<file path="src/core/rsc_pkg.sv">
// Purpose: shared constants and types of the reclose shot counter
// Assumes: 10 MHz reference clock, 60 Hz power system
// Notes: timer settings count whole power-system cycles
package rsc_pkg;
    // ----------------------------------------
    // widths and timing
    // ----------------------------------------
    localparam int SHOT_W = 3;
    localparam int TMR_W = 16;
    localparam int N_OI = 4;
    localparam int CLK_PERIOD_NS = 100;
    localparam int LINE_CYCLE_NS = 16666667;
    localparam int CLKS_PER_CYCLE = LINE_CYCLE_NS / CLK_PERIOD_NS;
    // ----------------------------------------
    // register map (byte addresses)
    // ----------------------------------------
    localparam logic [7:0] ADR_CTRL = 8'h00;
    localparam logic [7:0] ADR_RST_IVL = 8'h04;
    localparam logic [7:0] ADR_OI_BASE = 8'h08;
    localparam logic [7:0] ADR_STATE = 8'h18;
    localparam logic [7:0] ADR_IRQ_STAT = 8'h1C;
    localparam logic [7:0] ADR_IRQ_MASK = 8'h20;
    // ctrl fields: [4:0] shot mask, leftmost (bit 4) is shot zero
    localparam int CTRL_MASK_LSB = 0;
    localparam int CTRL_SEQ_EN = 5;
    localparam logic [5:0] CTRL_RST = 6'h00;
    localparam logic [TMR_W-1:0] RST_IVL_RST = 16'h0708;
    localparam logic [TMR_W-1:0] OI_RST = 16'h0000;
    // irq / status bits
    localparam int IRQ_W = 4;
    localparam int EV_RESET = 0;
    localparam int EV_LOCKOUT = 1;
    localparam int EV_CLOSE = 2;
    localparam int EV_SHOT = 3;
    // state word fields
    localparam int ST_RS = 3;
    localparam int ST_CY = 4;
    localparam int ST_LO = 5;
    localparam int ST_SH = 6;
    // ----------------------------------------
    // recloser states, gray along reset-open-close-closed
    // ----------------------------------------
    typedef enum logic [2:0]
    {
        RSC_RESET = 3'h0,
        RSC_OPEN = 3'h1,
        RSC_CLOSING = 3'h3,
        RSC_CLOSED = 3'h2,
        RSC_LOCKOUT = 3'h6
    } rsc_state_t;
endpackage : rsc_pkg

</file>
<file path="src/core/rsc_tmr_if.sv">
// Purpose: control bundle between the sequencer and a cycle timer
// Assumes: single clock domain
// Notes: expired is a one-cycle pulse
`timescale 1ns/10ps
interface rsc_tmr_if;
    logic restart;
    logic run;
    logic [rsc_pkg::TMR_W-1:0] limit;
    logic expired;
    modport ctl (output restart, output run, output limit, input expired);
    modport tmr (input restart, input run, input limit, output expired);
endinterface : rsc_tmr_if

</file>
<file path="src/core/rsc_cyc_timer.sv">
// Purpose: power-system cycle interval timer
// Assumes: tick_i is one clock wide, once per power-system cycle
// Notes: a zero limit never expires; expiry fires once until restart
`timescale 1ns/10ps
module rsc_cyc_timer
(
    // clock and reset
    input wire logic ref_clk_i,
    input wire logic rstn_i,
    // time base
    input wire logic tick_i,
    // control
    rsc_tmr_if.tmr t
);
    import rsc_pkg::*;

    logic [TMR_W-1:0] cnt_r;
    logic [TMR_W-1:0] cnt_nxt;
    logic done_r;
    logic done_nxt;
    logic exp_r;
    logic exp_nxt;

    // count ticks while running, stop at the limit
    always_comb
    begin
        cnt_nxt = cnt_r;
        done_nxt = done_r;
        exp_nxt = 1'b0;
        if (t.restart)
        begin
            cnt_nxt = '0;
            done_nxt = 1'b0;
        end
        else if (t.run && tick_i && !done_r && t.limit != '0)
        begin
            cnt_nxt = cnt_r + 1'b1;
            if (cnt_nxt == t.limit)
            begin
                done_nxt = 1'b1;
                exp_nxt = 1'b1;
            end
        end
    end

    always_ff @(posedge ref_clk_i)
    begin
        if (!rstn_i)
        begin
            cnt_r <= '0;
            done_r <= 1'b0;
            exp_r <= 1'b0;
        end
        else
        begin
            cnt_r <= cnt_nxt;
            done_r <= done_nxt;
            exp_r <= exp_nxt;
        end
    end

    assign t.expired = exp_r;
endmodule : rsc_cyc_timer

</file>
<file path="src/core/rsc_top.sv">
// Purpose: multiple-shot reclose sequencer with shot counter
// Assumes: breaker pins are asynchronous; registers on a plain strobe port
// Notes: open-interval, close-failure and trip-failure detail left out
// Function
// - shots allowed equal the number of nonzero open interval settings
// - open interval expiry increments the shot count and asserts close in the same cycle
// - in reset after a reset interval the count is zero, reset bit set
// - shot bit is high when the count is selected in the shot mask
// - mask leftmost position selects shot zero, rightmost shot four
// - breaker closed a full reset interval in cycle: enter reset, count zero
// - trip before reset interval ends moves to the next shot, cycle held
// - trip after last shot: lockout, cycle off, count and shot bit held
// - coordination pickup then dropout, breaker closed, no trip: count up
// - coordination step restarts reset timer, reset state stays
// - reset timer expiry after coordination steps clears the count
// - coordination never counts past the last permitted shot
// - first trip from reset drops reset bit and raises cycle bit
// - reset timer starts at breaker closed after close; lockout held till expiry
//
// Decided for this implementation: the placing of the registers and strobed register access.
`timescale 1ns/10ps
module rsc_top
#(
    parameter int CYC_CLKS = rsc_pkg::CLKS_PER_CYCLE
)
(
    // clock and reset
    input wire logic ref_clk_i,
    input wire logic rstn_i,
    // breaker and protection pins
    input wire logic breaker_closed_input_i,
    input wire logic programmable_trip_condition_i,
    input wire logic seq_coord_condition_i,
    input wire logic direct_close_input_i,
    // register port
    input wire logic [7:0] addr_i,
    input wire logic [31:0] wdata_i,
    input wire logic wr_i,
    input wire logic rd_i,
    output logic [31:0] rdata_o,
    // breaker commands
    output logic close_o,
    output logic trip_o,
    // state indications
    output logic reset_state_bit_o,
    output logic reclose_cycle_bit_o,
    output logic lockout_state_bit_o,
    output logic shot_indication_bit_o,
    output logic [rsc_pkg::SHOT_W-1:0] shot_o,
    output logic irq_o
);
    import rsc_pkg::*;

    // ----------------------------------------
    // helpers
    // ----------------------------------------
    // shot mask lookup; position 4 of the mask is shot zero
    function automatic logic shot_hit(input logic [4:0] m, input logic [SHOT_W-1:0] s);
        shot_hit = (s <= 3'h4) ? m[3'h4 - s] : 1'b0;
    endfunction : shot_hit

    // count of nonzero open intervals
    function automatic logic [SHOT_W-1:0] n_shots(input logic [N_OI*TMR_W-1:0] oi);
        n_shots = '0;
        for (int k = 0; k < N_OI; k++)
        begin
            if (oi[k*TMR_W +: TMR_W] != '0)
            begin
                n_shots = n_shots + 1'b1;
            end
        end
    endfunction : n_shots

    // ----------------------------------------
    // pin synchronisers
    // ----------------------------------------
    localparam int NPIN = 4;
    logic [NPIN-1:0] pin_in;
    logic [NPIN-1:0] pin_s;
    assign pin_in = {direct_close_input_i, seq_coord_condition_i,
                     programmable_trip_condition_i, breaker_closed_input_i};

    // a change counts only once stages two and three agree
    genvar g;
    generate
        for (g = 0; g < NPIN; g++)
        begin : g_sync
            logic [2:0] sh_r;
            logic st_r;
            always_ff @(posedge ref_clk_i)
            begin
                if (!rstn_i)
                begin
                    sh_r <= 3'h0;
                    st_r <= 1'b0;
                end
                else
                begin
                    sh_r <= {sh_r[1:0], pin_in[g]};
                    st_r <= (sh_r[1] == sh_r[2]) ? sh_r[2] : st_r;
                end
            end
            assign pin_s[g] = st_r;
        end
    endgenerate

    logic bk_closed;
    logic trip_c;
    logic seq_c;
    logic dc_c;
    assign bk_closed = pin_s[0];
    assign trip_c = pin_s[1];
    assign seq_c = pin_s[2];
    assign dc_c = pin_s[3];

    // ----------------------------------------
    // power-system cycle tick
    // ----------------------------------------
    logic [17:0] div_r;
    logic [17:0] div_nxt;
    logic tick_r;
    logic tick_nxt;

    // all interval timers share this time base
    always_comb
    begin
        tick_nxt = (div_r == 18'(CYC_CLKS - 1));
        div_nxt = tick_nxt ? 18'h00000 : div_r + 18'h00001;
    end

    always_ff @(posedge ref_clk_i)
    begin
        if (!rstn_i)
        begin
            div_r <= 18'h00000;
            tick_r <= 1'b0;
        end
        else
        begin
            div_r <= div_nxt;
            tick_r <= tick_nxt;
        end
    end

    // ----------------------------------------
    // registers
    // ----------------------------------------
    logic [5:0] ctrl_r;
    logic [5:0] ctrl_nxt;
    logic [TMR_W-1:0] rst_ivl_r;
    logic [TMR_W-1:0] rst_ivl_nxt;
    logic [N_OI*TMR_W-1:0] oi_r;
    logic [N_OI*TMR_W-1:0] oi_nxt;
    logic [IRQ_W-1:0] ist_r;
    logic [IRQ_W-1:0] ist_nxt;
    logic [IRQ_W-1:0] imask_r;
    logic [IRQ_W-1:0] imask_nxt;
    logic [IRQ_W-1:0] ev;
    logic [31:0] rd_nxt;
    logic irq_nxt;
    logic [SHOT_W-1:0] nsh;
    assign nsh = n_shots(oi_r);

    // writes, w1c status, registered read data
    always_comb
    begin
        ctrl_nxt = ctrl_r;
        rst_ivl_nxt = rst_ivl_r;
        oi_nxt = oi_r;
        imask_nxt = imask_r;
        ist_nxt = ist_r;
        rd_nxt = 32'h00000000;
        if (wr_i)
        begin
            if (addr_i == ADR_CTRL)
                ctrl_nxt = wdata_i[5:0];
            if (addr_i == ADR_RST_IVL)
                rst_ivl_nxt = wdata_i[TMR_W-1:0];
            for (int k = 0; k < N_OI; k++)
            begin
                if (addr_i == ADR_OI_BASE + 8'(4 * k))
                    oi_nxt[k*TMR_W +: TMR_W] = wdata_i[TMR_W-1:0];
            end
            if (addr_i == ADR_IRQ_MASK)
                imask_nxt = wdata_i[IRQ_W-1:0];
            if (addr_i == ADR_IRQ_STAT)
                ist_nxt = ist_r & ~wdata_i[IRQ_W-1:0];
        end
        // a new event beats a clear in the same cycle
        ist_nxt = ist_nxt | ev;
        irq_nxt = |(ist_nxt & imask_nxt);
        if (rd_i)
        begin
            if (addr_i == ADR_CTRL)
                rd_nxt = {26'h0000000, ctrl_r};
            if (addr_i == ADR_RST_IVL)
                rd_nxt = {16'h0000, rst_ivl_r};
            for (int k = 0; k < N_OI; k++)
            begin
                if (addr_i == ADR_OI_BASE + 8'(4 * k))
                    rd_nxt = {16'h0000, oi_r[k*TMR_W +: TMR_W]};
            end
            if (addr_i == ADR_STATE)
                rd_nxt = {25'h0000000, shot_indication_bit_o, lockout_state_bit_o,
                          reclose_cycle_bit_o, reset_state_bit_o, shot_o};
            if (addr_i == ADR_IRQ_STAT)
                rd_nxt = {28'h0000000, ist_r};
            if (addr_i == ADR_IRQ_MASK)
                rd_nxt = {28'h0000000, imask_r};
        end
    end

    always_ff @(posedge ref_clk_i)
    begin
        if (!rstn_i)
        begin
            ctrl_r <= CTRL_RST;
            rst_ivl_r <= RST_IVL_RST;
            oi_r <= {N_OI{OI_RST}};
            ist_r <= '0;
            imask_r <= '0;
            rdata_o <= 32'h00000000;
            irq_o <= 1'b0;
        end
        else
        begin
            ctrl_r <= ctrl_nxt;
            rst_ivl_r <= rst_ivl_nxt;
            oi_r <= oi_nxt;
            ist_r <= ist_nxt;
            imask_r <= imask_nxt;
            rdata_o <= rd_nxt;
            irq_o <= irq_nxt;
        end
    end

    // ----------------------------------------
    // interval timers
    // ----------------------------------------
    rsc_tmr_if rst_t ();
    rsc_tmr_if oi_t ();

    rsc_cyc_timer u_rst_tmr
    (
        .ref_clk_i (ref_clk_i),
        .rstn_i (rstn_i),
        .tick_i (tick_r),
        .t (rst_t)
    );

    rsc_cyc_timer u_oi_tmr
    (
        .ref_clk_i (ref_clk_i),
        .rstn_i (rstn_i),
        .tick_i (tick_r),
        .t (oi_t)
    );

    // ----------------------------------------
    // sequencer
    // ----------------------------------------
    rsc_state_t st_r;
    rsc_state_t st_nxt;
    logic [SHOT_W-1:0] shot_nxt;
    logic close_nxt;
    logic bk_q_r;
    logic seq_pk_r;
    logic seq_pk_nxt;
    logic seq_step;
    logic bk_rise;
    logic last_shot;

    assign bk_rise = bk_closed && !bk_q_r;
    assign last_shot = (shot_o >= nsh);
    // dropout after a pickup, breaker closed, no trip
    assign seq_step = ctrl_r[CTRL_SEQ_EN] && seq_pk_r && !seq_c && bk_closed && !trip_c;

    always_comb
    begin
        st_nxt = st_r;
        shot_nxt = shot_o;
        close_nxt = close_o;
        ev = '0;
        seq_pk_nxt = seq_pk_r;
        rst_t.restart = 1'b0;
        rst_t.run = bk_closed;
        rst_t.limit = rst_ivl_r;
        oi_t.restart = 1'b0;
        oi_t.run = !bk_closed && !trip_c;
        oi_t.limit = oi_r[shot_o[1:0]*TMR_W +: TMR_W];
        // coordination pickup only counts with breaker closed
        if (seq_c && bk_closed && !trip_c)
            seq_pk_nxt = 1'b1;
        else if (seq_step || !bk_closed || trip_c)
            seq_pk_nxt = 1'b0;
        unique case (st_r)
            RSC_RESET:
            begin
                if (trip_c)
                begin
                    oi_t.restart = 1'b1;
                    st_nxt = last_shot ? RSC_LOCKOUT : RSC_OPEN;
                    ev[EV_LOCKOUT] = last_shot;
                end
                else if (seq_step)
                begin
                    rst_t.restart = 1'b1;
                    if (!last_shot)
                    begin
                        shot_nxt = shot_o + 1'b1;
                        ev[EV_SHOT] = 1'b1;
                    end
                end
                else if (rst_t.expired)
                    shot_nxt = '0;
            end
            RSC_OPEN:
            begin
                if (oi_t.expired)
                begin
                    shot_nxt = shot_o + 1'b1;
                    close_nxt = 1'b1;
                    ev[EV_SHOT] = 1'b1;
                    ev[EV_CLOSE] = 1'b1;
                    st_nxt = RSC_CLOSING;
                end
            end
            RSC_CLOSING:
            begin
                if (bk_closed)
                begin
                    close_nxt = 1'b0;
                    rst_t.restart = 1'b1;
                    st_nxt = RSC_CLOSED;
                end
                else if (trip_c)
                begin
                    close_nxt = 1'b0;
                    oi_t.restart = 1'b1;
                    st_nxt = last_shot ? RSC_LOCKOUT : RSC_OPEN;
                    ev[EV_LOCKOUT] = last_shot;
                end
            end
            RSC_CLOSED:
            begin
                if (trip_c || !bk_closed)
                begin
                    // next shot is taken at the next open interval expiry
                    oi_t.restart = 1'b1;
                    st_nxt = last_shot ? RSC_LOCKOUT : RSC_OPEN;
                    ev[EV_LOCKOUT] = last_shot;
                end
                else if (rst_t.expired)
                begin
                    shot_nxt = '0;
                    st_nxt = RSC_RESET;
                    ev[EV_RESET] = 1'b1;
                end
            end
            RSC_LOCKOUT:
            begin
                // lockout stands until the breaker has held closed
                if (dc_c && !bk_closed && !trip_c)
                    close_nxt = 1'b1;
                if (bk_closed || trip_c)
                    close_nxt = 1'b0;
                if (bk_rise)
                    rst_t.restart = 1'b1;
                if (rst_t.expired && bk_closed)
                begin
                    shot_nxt = '0;
                    st_nxt = RSC_RESET;
                    ev[EV_RESET] = 1'b1;
                end
            end
            default:
            begin
                st_nxt = RSC_LOCKOUT;
                close_nxt = 1'b0;
            end
        endcase
    end

    always_ff @(posedge ref_clk_i)
    begin
        if (!rstn_i)
        begin
            st_r <= RSC_LOCKOUT;
            shot_o <= '0;
            close_o <= 1'b0;
            trip_o <= 1'b0;
            bk_q_r <= 1'b0;
            seq_pk_r <= 1'b0;
            reset_state_bit_o <= 1'b0;
            reclose_cycle_bit_o <= 1'b0;
            lockout_state_bit_o <= 1'b1;
            shot_indication_bit_o <= 1'b0;
        end
        else
        begin
            st_r <= st_nxt;
            shot_o <= shot_nxt;
            close_o <= close_nxt;
            trip_o <= trip_c;
            bk_q_r <= bk_closed;
            seq_pk_r <= seq_pk_nxt;
            reset_state_bit_o <= (st_nxt == RSC_RESET);
            reclose_cycle_bit_o <= (st_nxt == RSC_OPEN) || (st_nxt == RSC_CLOSING) || (st_nxt == RSC_CLOSED);
            lockout_state_bit_o <= (st_nxt == RSC_LOCKOUT);
            shot_indication_bit_o <= shot_hit(ctrl_nxt[4:0], shot_nxt);
        end
    end

    // ----------------------------------------
    // assertions
    // ----------------------------------------
    AST_RS_ZERO: assert property (@(posedge ref_clk_i) disable iff (!rstn_i)
        $rose(reset_state_bit_o) |-> shot_o == '0)
        else $error("reset entered with nonzero shot");
    AST_SHOT_BIT: assert property (@(posedge ref_clk_i) disable iff (!rstn_i)
        shot_indication_bit_o == shot_hit(ctrl_r[4:0], shot_o))
        else $error("shot bit disagrees with mask");
    AST_CLOSE_INC: assert property (@(posedge ref_clk_i) disable iff (!rstn_i)
        $rose(close_o) && reclose_cycle_bit_o |-> shot_o == $past(shot_o) + 1'b1)
        else $error("close without shot increment");
    AST_LO_HOLD: assert property (@(posedge ref_clk_i) disable iff (!rstn_i)
        $rose(lockout_state_bit_o) |-> shot_o == $past(shot_o) && !reclose_cycle_bit_o
        && shot_indication_bit_o == $past(shot_indication_bit_o))
        else $error("lockout changed the shot");
    AST_SEQ_RS: assert property (@(posedge ref_clk_i) disable iff (!rstn_i)
        st_r == RSC_RESET && seq_step && !trip_c |=> reset_state_bit_o ##1 !rst_t.expired)
        else $error("coordination left reset");
    AST_SEQ_MAX: assert property (@(posedge ref_clk_i) disable iff (!rstn_i)
        st_r == RSC_RESET && seq_step && last_shot && !trip_c |=> $stable(shot_o))
        else $error("coordination passed last shot");
    AST_FIRST_TRIP: assert property (@(posedge ref_clk_i) disable iff (!rstn_i)
        st_r == RSC_RESET && trip_c && !last_shot |=> reclose_cycle_bit_o && !reset_state_bit_o)
        else $error("first trip did not start cycle");
    AST_RESET_EXP: assert property (@(posedge ref_clk_i) disable iff (!rstn_i)
        st_r == RSC_CLOSED && bk_closed && !trip_c && rst_t.expired
        |=> reset_state_bit_o && !reclose_cycle_bit_o && shot_o == '0)
        else $error("reset interval expiry ignored");
    AST_SEQ_CLR: assert property (@(posedge ref_clk_i) disable iff (!rstn_i)
        st_r == RSC_RESET && rst_t.expired && !seq_step && !trip_c |=> shot_o == '0)
        else $error("coordination count not cleared");
    AST_ONE_STATE: assert property (@(posedge ref_clk_i) disable iff (!rstn_i)
        $onehot({reset_state_bit_o, reclose_cycle_bit_o, lockout_state_bit_o}))
        else $error("state bits not one-hot");

    COV_LOCKOUT: cover property (@(posedge ref_clk_i) disable iff (!rstn_i)
        reclose_cycle_bit_o ##1 lockout_state_bit_o);
    COV_RECLOSE: cover property (@(posedge ref_clk_i) disable iff (!rstn_i)
        $rose(close_o) && reclose_cycle_bit_o);
    COV_SEQ: cover property (@(posedge ref_clk_i) disable iff (!rstn_i)
        st_r == RSC_RESET && seq_step && !last_shot);
endmodule : rsc_top

</file>
<file path="config.mk">
export PLATFORM = sky130hd
export DESIGN_NAME = rsc_top
export DESIGN_NICKNAME = d
export VERILOG_FILES = /design/src/core/rsc_pkg.sv /design/src/core/rsc_tmr_if.sv /design/src/core/rsc_cyc_timer.sv /design/src/core/rsc_top.sv
export SDC_FILE = /design/constraint.sdc
export NUM_CORES = 1
export LEC_CHECK = 0
export BUFFER_PORTS_ARGS = -buffer_cell sky130_fd_sc_hd__buf_2
export CORE_MARGIN = 2
export CORE_UTILIZATION = 25
export CTS_BUF_LIST = sky130_fd_sc_hd__clkbuf_4 sky130_fd_sc_hd__clkbuf_8
export DETAILED_ROUTE_END_ITERATION = 10
export PLACE_DENSITY = 0.42
export SYNTH_ARGS = -nofsm -noshare
export SYNTH_HDL_FRONTEND = slang
export SYNTH_SLANG_ARGS = --single-unit
</file>
<file path="constraint.sdc">
create_clock -name ref_clk_i -period 3.5 [get_ports ref_clk_i]
set_input_delay 0.7 -clock ref_clk_i [delete_from_list [all_inputs] [get_ports ref_clk_i]]
set_output_delay 0.7 -clock ref_clk_i [all_outputs]
set_load 0.05 [all_outputs]
</file>
=== Word-level counts from Yosys, hierarchy flattened ===
Cells that the tools add are included.
Widths: inputs -> output; s select.

* Reductions and logical operators: 60
* Shift operators: 1
* Eq/ne operators: 26
* Multiplexer cells: 70
* Multipliers: 0
* $add $sub $neg: 8
* $lt $le $gt $ge: 3
* Bitwise logic cells: 9
* Divide/modulo/power cells: 0

{| class="wikitable"
|+ Operators by type and width
! cell !! count
|-
| $reduce_bool 16->1 || 6
|-
| $mux 16 || 5
|-
| $shiftx 64x7->16 || 1
|-
| $mux 3 || 17
|-
| $add 16x1->16 const B || 2
|-
| $eq 16x16->1 || 2
|-
| $eq 8x5->1 const B || 4
|-
| $mux 1 || 28
|-
| $mux 4 || 6
|-
| $reduce_and 2->1 || 10
|-
| $add 18x1->18 const B || 1
|-
| $eq 18x18->1 const B || 1
|-
| $logic_and 1x1->1 || 17
|-
| $eq 8x4->1 const B || 2
|-
| $pmux 3 s5 || 1
|-
| $add 3x1->3 const B || 4
|-
| $eq 3x2->1 const B || 4
|-
| $pmux 3 s4 || 1
|-
| $mux 5 || 2
|-
| $reduce_or 10->1 || 1
|-
| $pmux 1 s3 || 3
|-
| $and 4x4->4 || 2
|-
| $eq 8x3->1 const B || 1
|-
| $eq 8x6->1 const B || 1
|-
| 28 further kinds || 55
|}

* RAM bits: 0
* Bits in read-only memories: 0
* Register bits: 212
* Bits in latches: 0
* Word-level logic and storage cells: 217
* Input port bits: 48
* Output and inout port bits: 42
* Memories kept: 0

=== Logic depth before layout (Yosys ltp) ===
Gate-level depths: netlist (run 1).

* Word-level depth: 16
* Gate-level depth with buffers: 21

=== Hierarchy ===
Synthesis (run 1) repeated with hierarchy kept, for this count alone.

* Cell total of the unflattened synthesis: 1,253
* Area total of the unflattened synthesis: 10,364.9 sq um

{| class="wikitable"
|+ By module, submodules not included
! module !! area an instance (sq um) !! cells each !! seq. area each (sq um) !! times used
|-
| rsc_top || 7,659.8 || 921 || 3,203.1 || 1
|-
| rsc_cyc_timer || 1,352.5 || 166 || 360.3 || 2
|}

=== Worst setup path after synthesis (run 1) ===
No wires, ideal clock.

* Path kind: register -> register
* From: register oi_r[11]
* To: register shot_indication_bit_o
* Library setup time: 0.095 ns
* Buffers on the path: 0
* Data arrival time: 3.792 ns
* Required time: 3.405 ns
* Slack: -0.388 ns
* Cell stages (with the launch flop): 21
* Clock period less this slack: 3.888 ns
* Cell sequence: dfxtp_1 > nor4_1 > nand4_1 > ha_1 > xor2_1 > ha_1 > nand2_1 > xnor2_1 > ha_1 > nand2_1 > o21a_1 > mux2_2 > a21oi_1 > o21ai_0 > nand2_1 > inv_1 > ha_1 > ha_1 > nor3b_1 > mux2i_1 > a221oi_1

* Cells in the longest elaborated chain, start to end: 16

{| class="wikitable"
|+ RTL lines
! item !! RTL line !! text
|-
| from (decl) || rsc_top.sv:152 || <nowiki>logic [N_OI*TMR_W-1:0] oi_r;</nowiki>
|-
| from (signal assigned) || rsc_top.sv:219 || <nowiki>oi_r <= {N_OI{OI_RST}};</nowiki>
|-
| from (signal assigned) || rsc_top.sv:229 || <nowiki>oi_r <= oi_nxt;</nowiki>
|-
| $reduce_bool 16->1 * || rsc_top.sv:67 || <nowiki>if (oi[k*TMR_W +: TMR_W] != '0)</nowiki>
|-
| $mux 1 * || rsc_top.sv:67 ||
|-
| $add 3x1->3 || rsc_top.sv:69 || <nowiki>n_shots = n_shots + 1'b1;</nowiki>
|-
| $mux 3 * || rsc_top.sv:67 ||
|-
| $add 3x1->3 || rsc_top.sv:69 ||
|-
| $mux 3 * || rsc_top.sv:67 ||
|-
| $add 3x1->3 || rsc_top.sv:69 ||
|-
| $mux 3 * || rsc_top.sv:67 ||
|-
| $ge 3x3->1 * || rsc_top.sv:274 || <nowiki>assign last_shot = (shot_o >= nsh);</nowiki>
|-
| $mux 3 * || rsc_top.sv:308 || <nowiki>if (!last_shot)</nowiki>
|-
| $mux 3 * || rsc_top.sv:305 || <nowiki>else if (seq_step)</nowiki>
|-
| $mux 3 * || rsc_top.sv:299 || <nowiki>if (trip_c)</nowiki>
|-
| $pmux 3 s4 * || rsc_top.sv:296 || <nowiki>unique case (st_r)</nowiki>
|-
| $sub 3x3->3 || rsc_top.sv:59 || <nowiki>shot_hit = (s <= 3'h4) ? m[3'h4 - s] : 1'b0;</nowiki>
|-
| $bmux 1 s3 || rsc_top.sv:59 ||
|-
| $mux 1 (not written as such) || rsc_top.sv:59 ||
|-
| to (signal assigned) || rsc_top.sv:410 || <nowiki>shot_indication_bit_o <= shot_hit(ctrl_nxt[4:0], shot_nxt);</nowiki>
|-
| to (decl) || rsc_top.sv:48 || <nowiki>output logic shot_indication_bit_o,</nowiki>
|}

Mark *: on every way between the ends. The rest lies on a longest branch, timed or not. The select of a mux whose other input is x is not followed.
A chain may end at the register's enable or synchronous reset.

=== Worst setup path after layout (run 1) ===
* From: register oi_r[20]
* To: register shot_indication_bit_o

* Cells in the longest elaborated chain, start to end: 14

{| class="wikitable"
|+ RTL lines
! item !! RTL line !! text
|-
| $reduce_bool 16->1 * || rsc_top.sv:67 ||
|-
| $mux 3 * || rsc_top.sv:67 ||
|-
| $add 3x1->3 || rsc_top.sv:69 ||
|-
| $mux 3 * || rsc_top.sv:67 ||
|-
| $add 3x1->3 || rsc_top.sv:69 ||
|-
| $mux 3 * || rsc_top.sv:67 ||
|-
| $ge 3x3->1 * || rsc_top.sv:274 ||
|-
| $mux 3 * || rsc_top.sv:308 ||
|-
| $mux 3 * || rsc_top.sv:305 ||
|-
| $mux 3 * || rsc_top.sv:299 ||
|-
| $pmux 3 s4 * || rsc_top.sv:296 ||
|-
| net shot_nxt[2] || rsc_top.sv:264 || <nowiki>logic [SHOT_W-1:0] shot_nxt;</nowiki>
|-
| $sub 3x3->3 || rsc_top.sv:59 ||
|-
| $bmux 1 s3 || rsc_top.sv:59 ||
|-
| $mux 1 (not written as such) || rsc_top.sv:59 ||
|}

Mark *: on every way through the listed nets, which the timed path passes. The rest lies on a longest branch. The select of a mux whose other input is x is not followed.

==> metrics.txt, run 1 <==
outcome finished with violations; failing checks negative setup slack; max-cap violation count 0; Final setup viols 3; top post-synthesis cells by area dfxtp_1, nand2_1, a21oi_1; Residual DRC 0; layout cell share with drive strength beyond 1 0.224; Synth top area share 0.398; mapped cell area between 9000 and 10000 sq um; clock net sink count just under 200; internal power approximately 2.9 mW; clk_skew ~27 ps; DR top layer met4; Synth-to-Final Area Change 21.9%; synthesized flop and latch total between 150 and 200; EDFF count, synth 0; sequential share of power 0.568; Achievable Freq between 200 and 250 MHz; M1 WL approximately 16 mm; largest net degree at the start of global routing 62; ANT nets after route 0; Clk pwr share 0.382; Yosys warnings 0; WP data required approximately 4000 ps; register area share after synthesis 0.398; die height ~200 microns; Overall Global Routing Usage 0.164; fin util 0.310; Cell Pwr Density between 300 and 400 nW/um^2; Sw Share 0.270; Max-slew headroom 0.459; Most used DFF post-synth dfxtp_1; die area 41000 sq um; met2 wire length around 16 mm; Net count, final between 1000 and 1500; Avg Vias per Cell roughly 4.8; element type at the critical path start register; met3 WL about 1.4 mm; post-route minimum period around 4200 ps; RSZ-0062 raised after global routing true; Setup WS post-layout -687 ps; I/O pin total 90; VDD IR max about 0.00024 V; GR Overflow Total 0; drt pass-1 iters 6; Post-Syn Area per Cell 8.48 sq um; leakage dissipation around 4.5 nW; initial antenna violation count 1; CTS root buf clkbuf_8; Ant. Diodes 0; CTS buffer count 17; vias in the first global route roughly 8500; Final Max Slew Viols 0; Setup CP Type reg2reg; net switching power roughly 1.1 mW; synth unique cells ~80; design area between 10000 and 15000 sq um; vias a little under 9000; Slew @ Worst Pin between 800 and 900 ps; Clock Tree Buf Depth 2; port bufs 57; Synth top cells by count dfxtp_1, nand2_1, nor2_1; Filler cells 4171; Synth async-reset ratio 0; Data arrival, critical path 4600 ps; critical path peak fanout 3; final hold violation count 0; first-pass GRT wire length between 50 and 60 mm; register area 3930 sq um; 1st-iter DRT viols between 600 and 700; most numerous cell in the Yosys netlist dfxtp_1; top cell type by total area after synthesis dfxtp_1; Multi-input gate area ~5700 sq um; later-pin clock latency in the skew report around 510 ps; Setup crit end kind register; CTS tree done; H-tree depth 4; core area about 39000 sq um; CTS clk-pin slew, worst paths around 120 ps; Area after DPL about 11000 sq um; Comb pwr share 0.050; row count 72; crit share post-route 1.20; routability cong. between 0.8 and 0.9; Syn Inst Count roughly 1200; cts hold-fix bufs 0; Detail Placement HPWL 24.6 mm; Hold Path Class in2reg; routed len/inst between 15 and 20 microns; die width ~200 microns; starting density of the core 0.254; total wire length around 33 mm
## placed cells by master (no fill, tap or decap), types with 4 or more instances in the layout
cell type	count
a211o_1	6
a21oi_1	85
a21oi_2	4
a222oi_1	5
a22oi_1	28
a31oi_1	19
and2_1	28
and3_1	16
and4b_1	4
buf_2	57
buf_4	120
buf_6	5
clkbuf_8	18
clkinvlp_4	4
conb_1	16
dfxtp_1	194
ha_1	7
ha_4	4
inv_1	17
mux2i_1	31
mux4_2	14
nand2_1	177
nand2_2	8
nand2b_1	4
nand3_1	46
nand4_1	21
nor2_1	101
nor2b_1	7
nor3_1	13
nor4_1	24
nor4_2	5
o21a_1	4
o21ai_0	16
o22ai_1	4
or3_1	6
xnor2_1	40
xor2_1	46
## metrics by stage
step | instances | hold slack [ps] | total power [mW] | worst slack (ps) | setup TNS (ps)
after floorplan | 1177 | 412 | 2.42 | -309 | -309
after CTS | 1816 | 356 | 4.04 | -654 | -1010
after global routing | 1820 | 376 | 4.13 | -895 | -1990
after global placement | 1782 | 414 | 2.49 | -661 | -1460
final | 1820 | 399 | 3.96 | -687 | -1120
after detailed placement | 1782 | 422 | 2.49 | -741 | -1820
## area by class of cell
type	count	share of cell area
Multi-Input combinational cell	874	0.477
Timing Repair Buffer	182	0.103
Tap cell	518	0.0540
Clock buffer	18	0.0206
Sequential cell	196	0.327
Inverter	19	0.00604
Clock inverter	13	0.0119
## sequential cells by signal, summed over array words and instances (netlist names), 2 cells and up
signal,count
oi_r,64
div_r,18
rdata_o,16
rst_ivl_r,16
u_oi_tmr.cnt_r,16
u_rst_tmr.cnt_r,16
g_sync.sh_r,12
ctrl_r,6
imask_r,4
ist_r,4
shot_o,3
st_r,3
g_sync.st_r,2
## logic make-up (layout without fill, tap and decap cells)
logic type,Yosys count,count (layout),share of synthesized area
multiplexers,48,48,0.0700
other,1,16,0.000381
adder cells (fa/ha/maj),12,12,0.0152
AO/OA/AOI/OAI,213,213,0.137
AND/OR/NAND/NOR,496,496,0.247
buffers and inverters,107,232,0.0517
flip-flops,196,196,0.398
XOR/XNOR,89,89,0.0805
## power by group through the flow
| stage | Combinational (mW) | Clock, mW | Sequential, mW |
|---|---|---|---|
| floorplan | 0.123 | 0 | 2.30 |
| global placement | 0.195 | 0 | 2.30 |
| detailed placement | 0.196 | 0 | 2.30 |
| CTS | 0.198 | 1.60 | 2.25 |
| global route | 0.212 | 1.67 | 2.25 |
| finish | 0.197 | 1.51 | 2.25 |
## per-layer routing
| layer | vias up | GRT usage |
|---|---|---|
| met3 | 34 | 0.0327 |
| met4 | 0 | 0.0396 |
| li1 | 4307 | - |
| met1 | 4267 | 0.222 |
| met2 | 199 | 0.266 |
| met5 | - | 0 |
## worst paths after layout
path / from / end / slack (ps) / cells past startpoint
setup / recovery: oi_r[20] / shot_indication_bit_o / -690 / 19
hold reg to reg: g_sync[0].sh_r[0] / g_sync[0].sh_r[1] / 440 / 1
setup reg to reg: oi_r[20] / shot_indication_bit_o / -690 / 19
hold / removal: breaker_closed_input_i / g_sync[0].sh_r[0] / 400 / 2
## critical path, cell delays in order (launching register included)
cell	delay (ps)
dfxtp_1	340
nor4_1	350
nand4_1	250
ha_4	350
xor2_2	180
ha_2	200
nand2_2	60
xnor2_2	150
ha_4	310
nand2_4	50
o21a_1	200
mux2_4	280
a21oi_4	170
buf_4	140
o31ai_2	50
o21ai_1	210
ha_4	270
a211oi_2	150
mux2i_1	120
a221oi_2	260
## timing repair
action	CTS	global route
setup endpoints to repair	6	12
pin swaps	5	22
buffers inserted	3	7
resized for setup	10	32
Note: power is estimated with default switching activity, not from simulation.
==> run 2, diff against run 1 <==
- PLACE_DENSITY: 0.42 -> 0.4
- clock period: 3.5 -> 5.27 ns (I/O delays scaled with it)
==> metrics.txt, run 2 (synthesized netlist as in run 1, its figures left out) <==
Top reg by flops oi_r; cts hold-fix bufs 0; Net count, final about 1200; Crit path buffers/inverters 1; Setup CP Type reg2reg; initial antenna violation count 0; vias in the first global route a little over 8000; CTS clk-pin slew, worst paths ~110 ps; final hold violation count 0; die width 203 microns; drt pass-1 iters 8; Setup crit end kind register; Hold Path Class reg2reg; Final Max Slew Viols 0; RSZ-0062 raised after global routing false; later-pin clock latency in the skew report about 500 ps; Data arrival, critical path roughly 5200 ps; Max-slew headroom 0.241; CP delay by family, top adder cells; CTS root buf clkbuf_8; Slew @ Worst Pin about 1100 ps; routed len/inst approximately 19 microns; worst r2r src oi_r[27]; max-cap violation count 0; CTS tree done; element type at the critical path start register; leakage dissipation approximately 4 nW; CP max stage delay between 600 and 700 ps; clk_skew between 20 and 25 ps; 1st-iter DRT viols roughly 550; Final setup viols 0; outcome complete, no violations; total wire length about 33 mm; most common cell after layout, fill and taps aside dfxtp_1; Synth-to-Final Area Change 11.1%; routability cong. ~0.80; Setup WS post-layout between 400 and 500 ps; vias ~8300; setup_tns 0 ps; clock net sink count 196; Detail Placement HPWL 23.0 mm; die area around 41000 sq um; critical path peak fanout 4; Achievable Freq between 200 and 250 MHz; starting density of the core 0.254; die height 203 microns; Residual DRC 0; Place WS between 500 and 600 ps; layout cell share with drive strength beyond 1 0.123; CTS buffer count 17; post-route minimum period roughly 4800 ps; GR Overflow Total 0; Cell Pwr Density between 200 and 250 nW/um^2; Avg Vias per Cell between 4 and 5; most used cell, CP ha_1; crit share post-route 0.909; commonest non-fill, non-tap cells in the layout dfxtp_1, nand2_1, nor2_1, a21oi_1, buf_2; largest net degree at the start of global routing 90; I/O pin total 90; H-tree depth 4; port bufs 57; min-delay src g_sync[3].sh_r[0]; cells along the critical path nor4_1 > nand4_1 > ha_1 > xor2_1 > ha_1 > nand2_1 > xnor2_1 > ha_1 > nand2_1 > o21a_1 > mux2_2 > a21oi_1 > o21ai_0 > nand2_1 > inv_1 > ha_1 > ha_1 > nor3b_1 > mux2i_1 > a221oi_1; Clock Tree Buf Depth 2; Overall Global Routing Usage 0.162; Top Registers oi_r x64, div_r x18; CP max-delay cell nor4_1; row count 72; core area just under 40000 sq um; ANT nets after route 0; WP data required 5680 ps; first-pass GRT wire length slightly above 50 mm; Ant. Diodes 0; VDD IR max about 0.00015 V; number of flip-flops in the largest register 64; Setup crit start oi_r[27]
run 2: power breakdown:
| part | internal (mW) | switching [mW] | total [mW] |
|---|---|---|---|
| clock network | 0.449 | 0.618 | 1.07 |
| logic | 0.0242 | 0.0959 | 0.120 |
| registers | 1.49 | 0.00473 | 1.49 |
run 2: worst register-to-register path, delay by kind of cell, from the launching register on:
family / cells / cell delay (ps)
AO/OA/AOI/OAI: 4 / 900
XOR/XNOR: 2 / 400
adder cells (fa/ha/maj): 5 / 1340
buffers and inverters: 1 / 40
flip-flops: 1 / 350
multiplexers: 2 / 370
AND/OR/NAND/NOR: 6 / 1290
run 2: final cells by class:
type	instances	area [sq um]
multi-input cells	874	5480
flip-flops and latches	196	3920
clock inverters	14	165
clock buffers	18	248
inverters	19	72.6
fillers	4261	27800
well taps	518	648
repair buffers	73	405
run 2: timing repair:
item	CTS	global route
gates resized for setup	0	1
setup endpoints to repair	0	1
setup buffers	0	0
run 2: layer usage:
metal	wire length, microns	part of all wire	GRT usage	vias to the layer above
li1	-	-	-	4101
met1	16200	0.50	0.231	4037
met2	14800	0.45	0.256	191
met4	257	0.0079	0.0352	0
met3	1380	0.042	0.0294	13
met5	0	0	0	-
run 2: per-stage QoR:
step / hold slack [ps] / area, sq um / util / cells / total power, mW
6_report: 447 / 10900 / 0.282 / 1712 / 2.68
5_1_grt: 462 / 10900 / 0.282 / 1712 / 2.79
4_1_cts: 447 / 10900 / 0.282 / 1712 / 2.72
3_5_place_dp: 420 / 10500 / 0.272 / 1680 / 1.65
3_3_place_gp: 418 / 10500 / 0.272 / 1680 / 1.65
2_1_floorplan: 412 / 9910 / - / 1177 / 1.61
run 2: path summary, 6_finish.rpt:
kind              depth (start not counted)                     to  slack, ps
setup / recovery                         20  shot_indication_bit_o        480
hold / removal                            1      g_sync[3].sh_r[1]        450
setup reg to reg                         20  shot_indication_bit_o        480
hold reg to reg                           1      g_sync[3].sh_r[1]        450
==> run 3, diff against run 2 <==
- ABC_AREA: default -> 1
==> metrics.txt, run 3 <==
outcome complete, no violations; sequential share of power 0.570; Syn Inst Count ~1600; routed len/inst approximately 17 microns; commonest non-fill, non-tap cells in the layout nand2_1, dfxtp_1, nor2_1, inv_1; Ant. Diodes 0; Achievable Freq 216 MHz; synthesized flop and latch total just under 200; top post-synthesis cells by area dfxtp_1, nand2_1, nor2_1; row count 75; later-pin clock latency in the skew report 510 ps; Max-slew headroom 0.308; crit share post-route 0.880; net switching power around 740 uW; GR Overflow Total 0; Setup crit end kind register; gr busiest metal met2; max-cap violation count 0; H-tree depth 4; I/O pin total 90; Detail Placement HPWL roughly 27 mm; clk_skew ~18 ps; Avg Vias per Cell 4.77; Data arrival, critical path approximately 5100 ps; core area 41700 sq um; die area about 44000 sq um; Comb pwr share 0.052; met1 usage 0.228; die width between 200 and 250 microns; Most used DFF post-synth dfxtp_1; worst r2r src oi_r[8]; most numerous cell in the Yosys netlist nand2_1; Net count, final 1665; EDFF count, synth 0; met2 Track Usage GR 0.270; Final setup viols 0; Synth-to-Final Area Change 10.4%; CTS buffer count 17; Slew @ Worst Pin approximately 1000 ps; cts hold-fix bufs 0; layout cell share with drive strength beyond 1 0.0977; Top Registers oi_r x64, div_r x18; clock net sink count just under 200; Clock Tree Buf Depth 2; Finished Layout Cells 2157; VDD IR max 0.000140 V; Hold Path Class reg2reg; fin util 0.278; hold slack between 400 and 500 ps; Final Max Slew Viols 0; top cell type by total area after synthesis dfxtp_1; mapped cell area approximately 10000 sq um; Synth top cells by count nand2_1, dfxtp_1, nor2_1; Cell Pwr Density roughly 230 nW/um^2; Post-CTS Resized 0; met3 usage in global routing 0.0290; Clk pwr share 0.379; post-CTS setup buffer count 0; Sw Share 0.281; vias a little over 10000; Residual DRC 0; CTS root buf clkbuf_8; Yosys warnings 0; largest net degree at the start of global routing between 70 and 80; Synth async-reset ratio 0; 1st-iter DRT viols around 670; Overall Global Routing Usage 0.167; leakage dissipation ~4.8 nW; die height ~210 microns; starting density of the core 0.252; RSZ-0062 raised after global routing false; most common cell after layout, fill and taps aside nand2_1; Setup crit start oi_r[8]; WP data required around 5700 ps; drt pass-1 iters 7; CTS tree done; initial antenna violation count 2; design area about 12000 sq um; final hold violation count 0; Synth top area share 0.374; post-route minimum period 4640 ps; setup_tns 0 ps; Area after DPL ~11000 sq um; synth unique cells 54; routability cong. roughly 0.84; Inst Count DP around 2100; Post-Syn Area per Cell between 6 and 7 sq um; internal power approximately 1.9 mW; element type at the critical path start register; register area share after synthesis 0.374; vias in the first global route 9661; total wire length 36.2 mm; port bufs between 50 and 60; critical path peak fanout 6; min-delay src g_sync[3].sh_r[0]; Setup CP Type reg2reg; number of flip-flops in the largest register 64; CTS clk-pin slew, worst paths approximately 110 ps; first-pass GRT wire length between 50 and 60 mm; Top reg by flops oi_r; ANT nets after route 0
==> run 3: final cells by class <==
class | instances | area, sq um
Clock buffer | 19 | 262
Clock inverter | 13 | 114
Fill cell | 4773 | 30100
Inverter | 178 | 678
Multi-Input combinational cell | 1141 | 5530
Sequential cell | 196 | 3920
Tap cell | 539 | 674
Timing Repair Buffer | 71 | 390
==> run 3: power by group through the flow <==
stage / sequential [mW] / clock (mW) / combinational (mW)
after floorplan: 1.53 / 0 / 0.0886
after global placement: 1.53 / 0 / 0.137
after detailed placement: 1.53 / 0 / 0.136
after CTS: 1.49 / 1.03 / 0.137
after global routing: 1.49 / 1.09 / 0.149
final: 1.49 / 0.991 / 0.136
==> run 3: worst paths after layout <==
| path | endpoint | slack [ps] | depth (start not counted) |
|---|---|---|---|
| max | shot_indication_bit_o | 630 | 26 |
| min | g_sync[3].sh_r[1] | 430 | 2 |
| max reg2reg | shot_indication_bit_o | 630 | 26 |
| min reg2reg | g_sync[3].sh_r[1] | 430 | 2 |
==> run 3: cells by family after synthesis <==
logic type      share of synthesized area
flops                               0.374
compound gates                      0.157
xor+xnor                           0.0189
other cells                      0.000358
simple gates                        0.331
buf+inv                             0.103
fa+ha+maj                          0.0143
mux                              0.000955
==> run 3: worst max-delay path: stages (launching register included) <==
cell	delay, ps
dfxtp_1	350
nor4_1	540
nand4_1	230
ha_1	360
or2_2	300
nand2_1	100
inv_1	50
ha_1	170
nand2_1	80
xnor2_1	150
ha_1	290
a21oi_1	130
nand2_1	60
a31oi_1	170
buf_4	180
nand2_1	90
o21ai_0	80
o21ai_1	110
nand3_1	140
inv_1	70
ha_1	190
ha_1	270
inv_1	90
o211ai_1	90
a21oi_1	150
nand2_1	60
nor2_1	80
==> run 3: layer usage <==
layer  vias to the layer above  part of all wire  wire, microns
li1                       5217                 -              -
met1                      4807              0.49          17700
met2                       229              0.46          16500
met3                        37             0.035           1250
met4                         0             0.020            729
met5                         -                 0              0
==> run 3: per-stage QoR <==
step | power, mW | setup slack (ps)
2_1_floorplan | 1.61 | 1350
3_3_place_gp | 1.66 | 707
3_5_place_dp | 1.66 | 702
4_1_cts | 2.66 | 651
5_1_grt | 2.73 | 218
6_report | 2.62 | 633
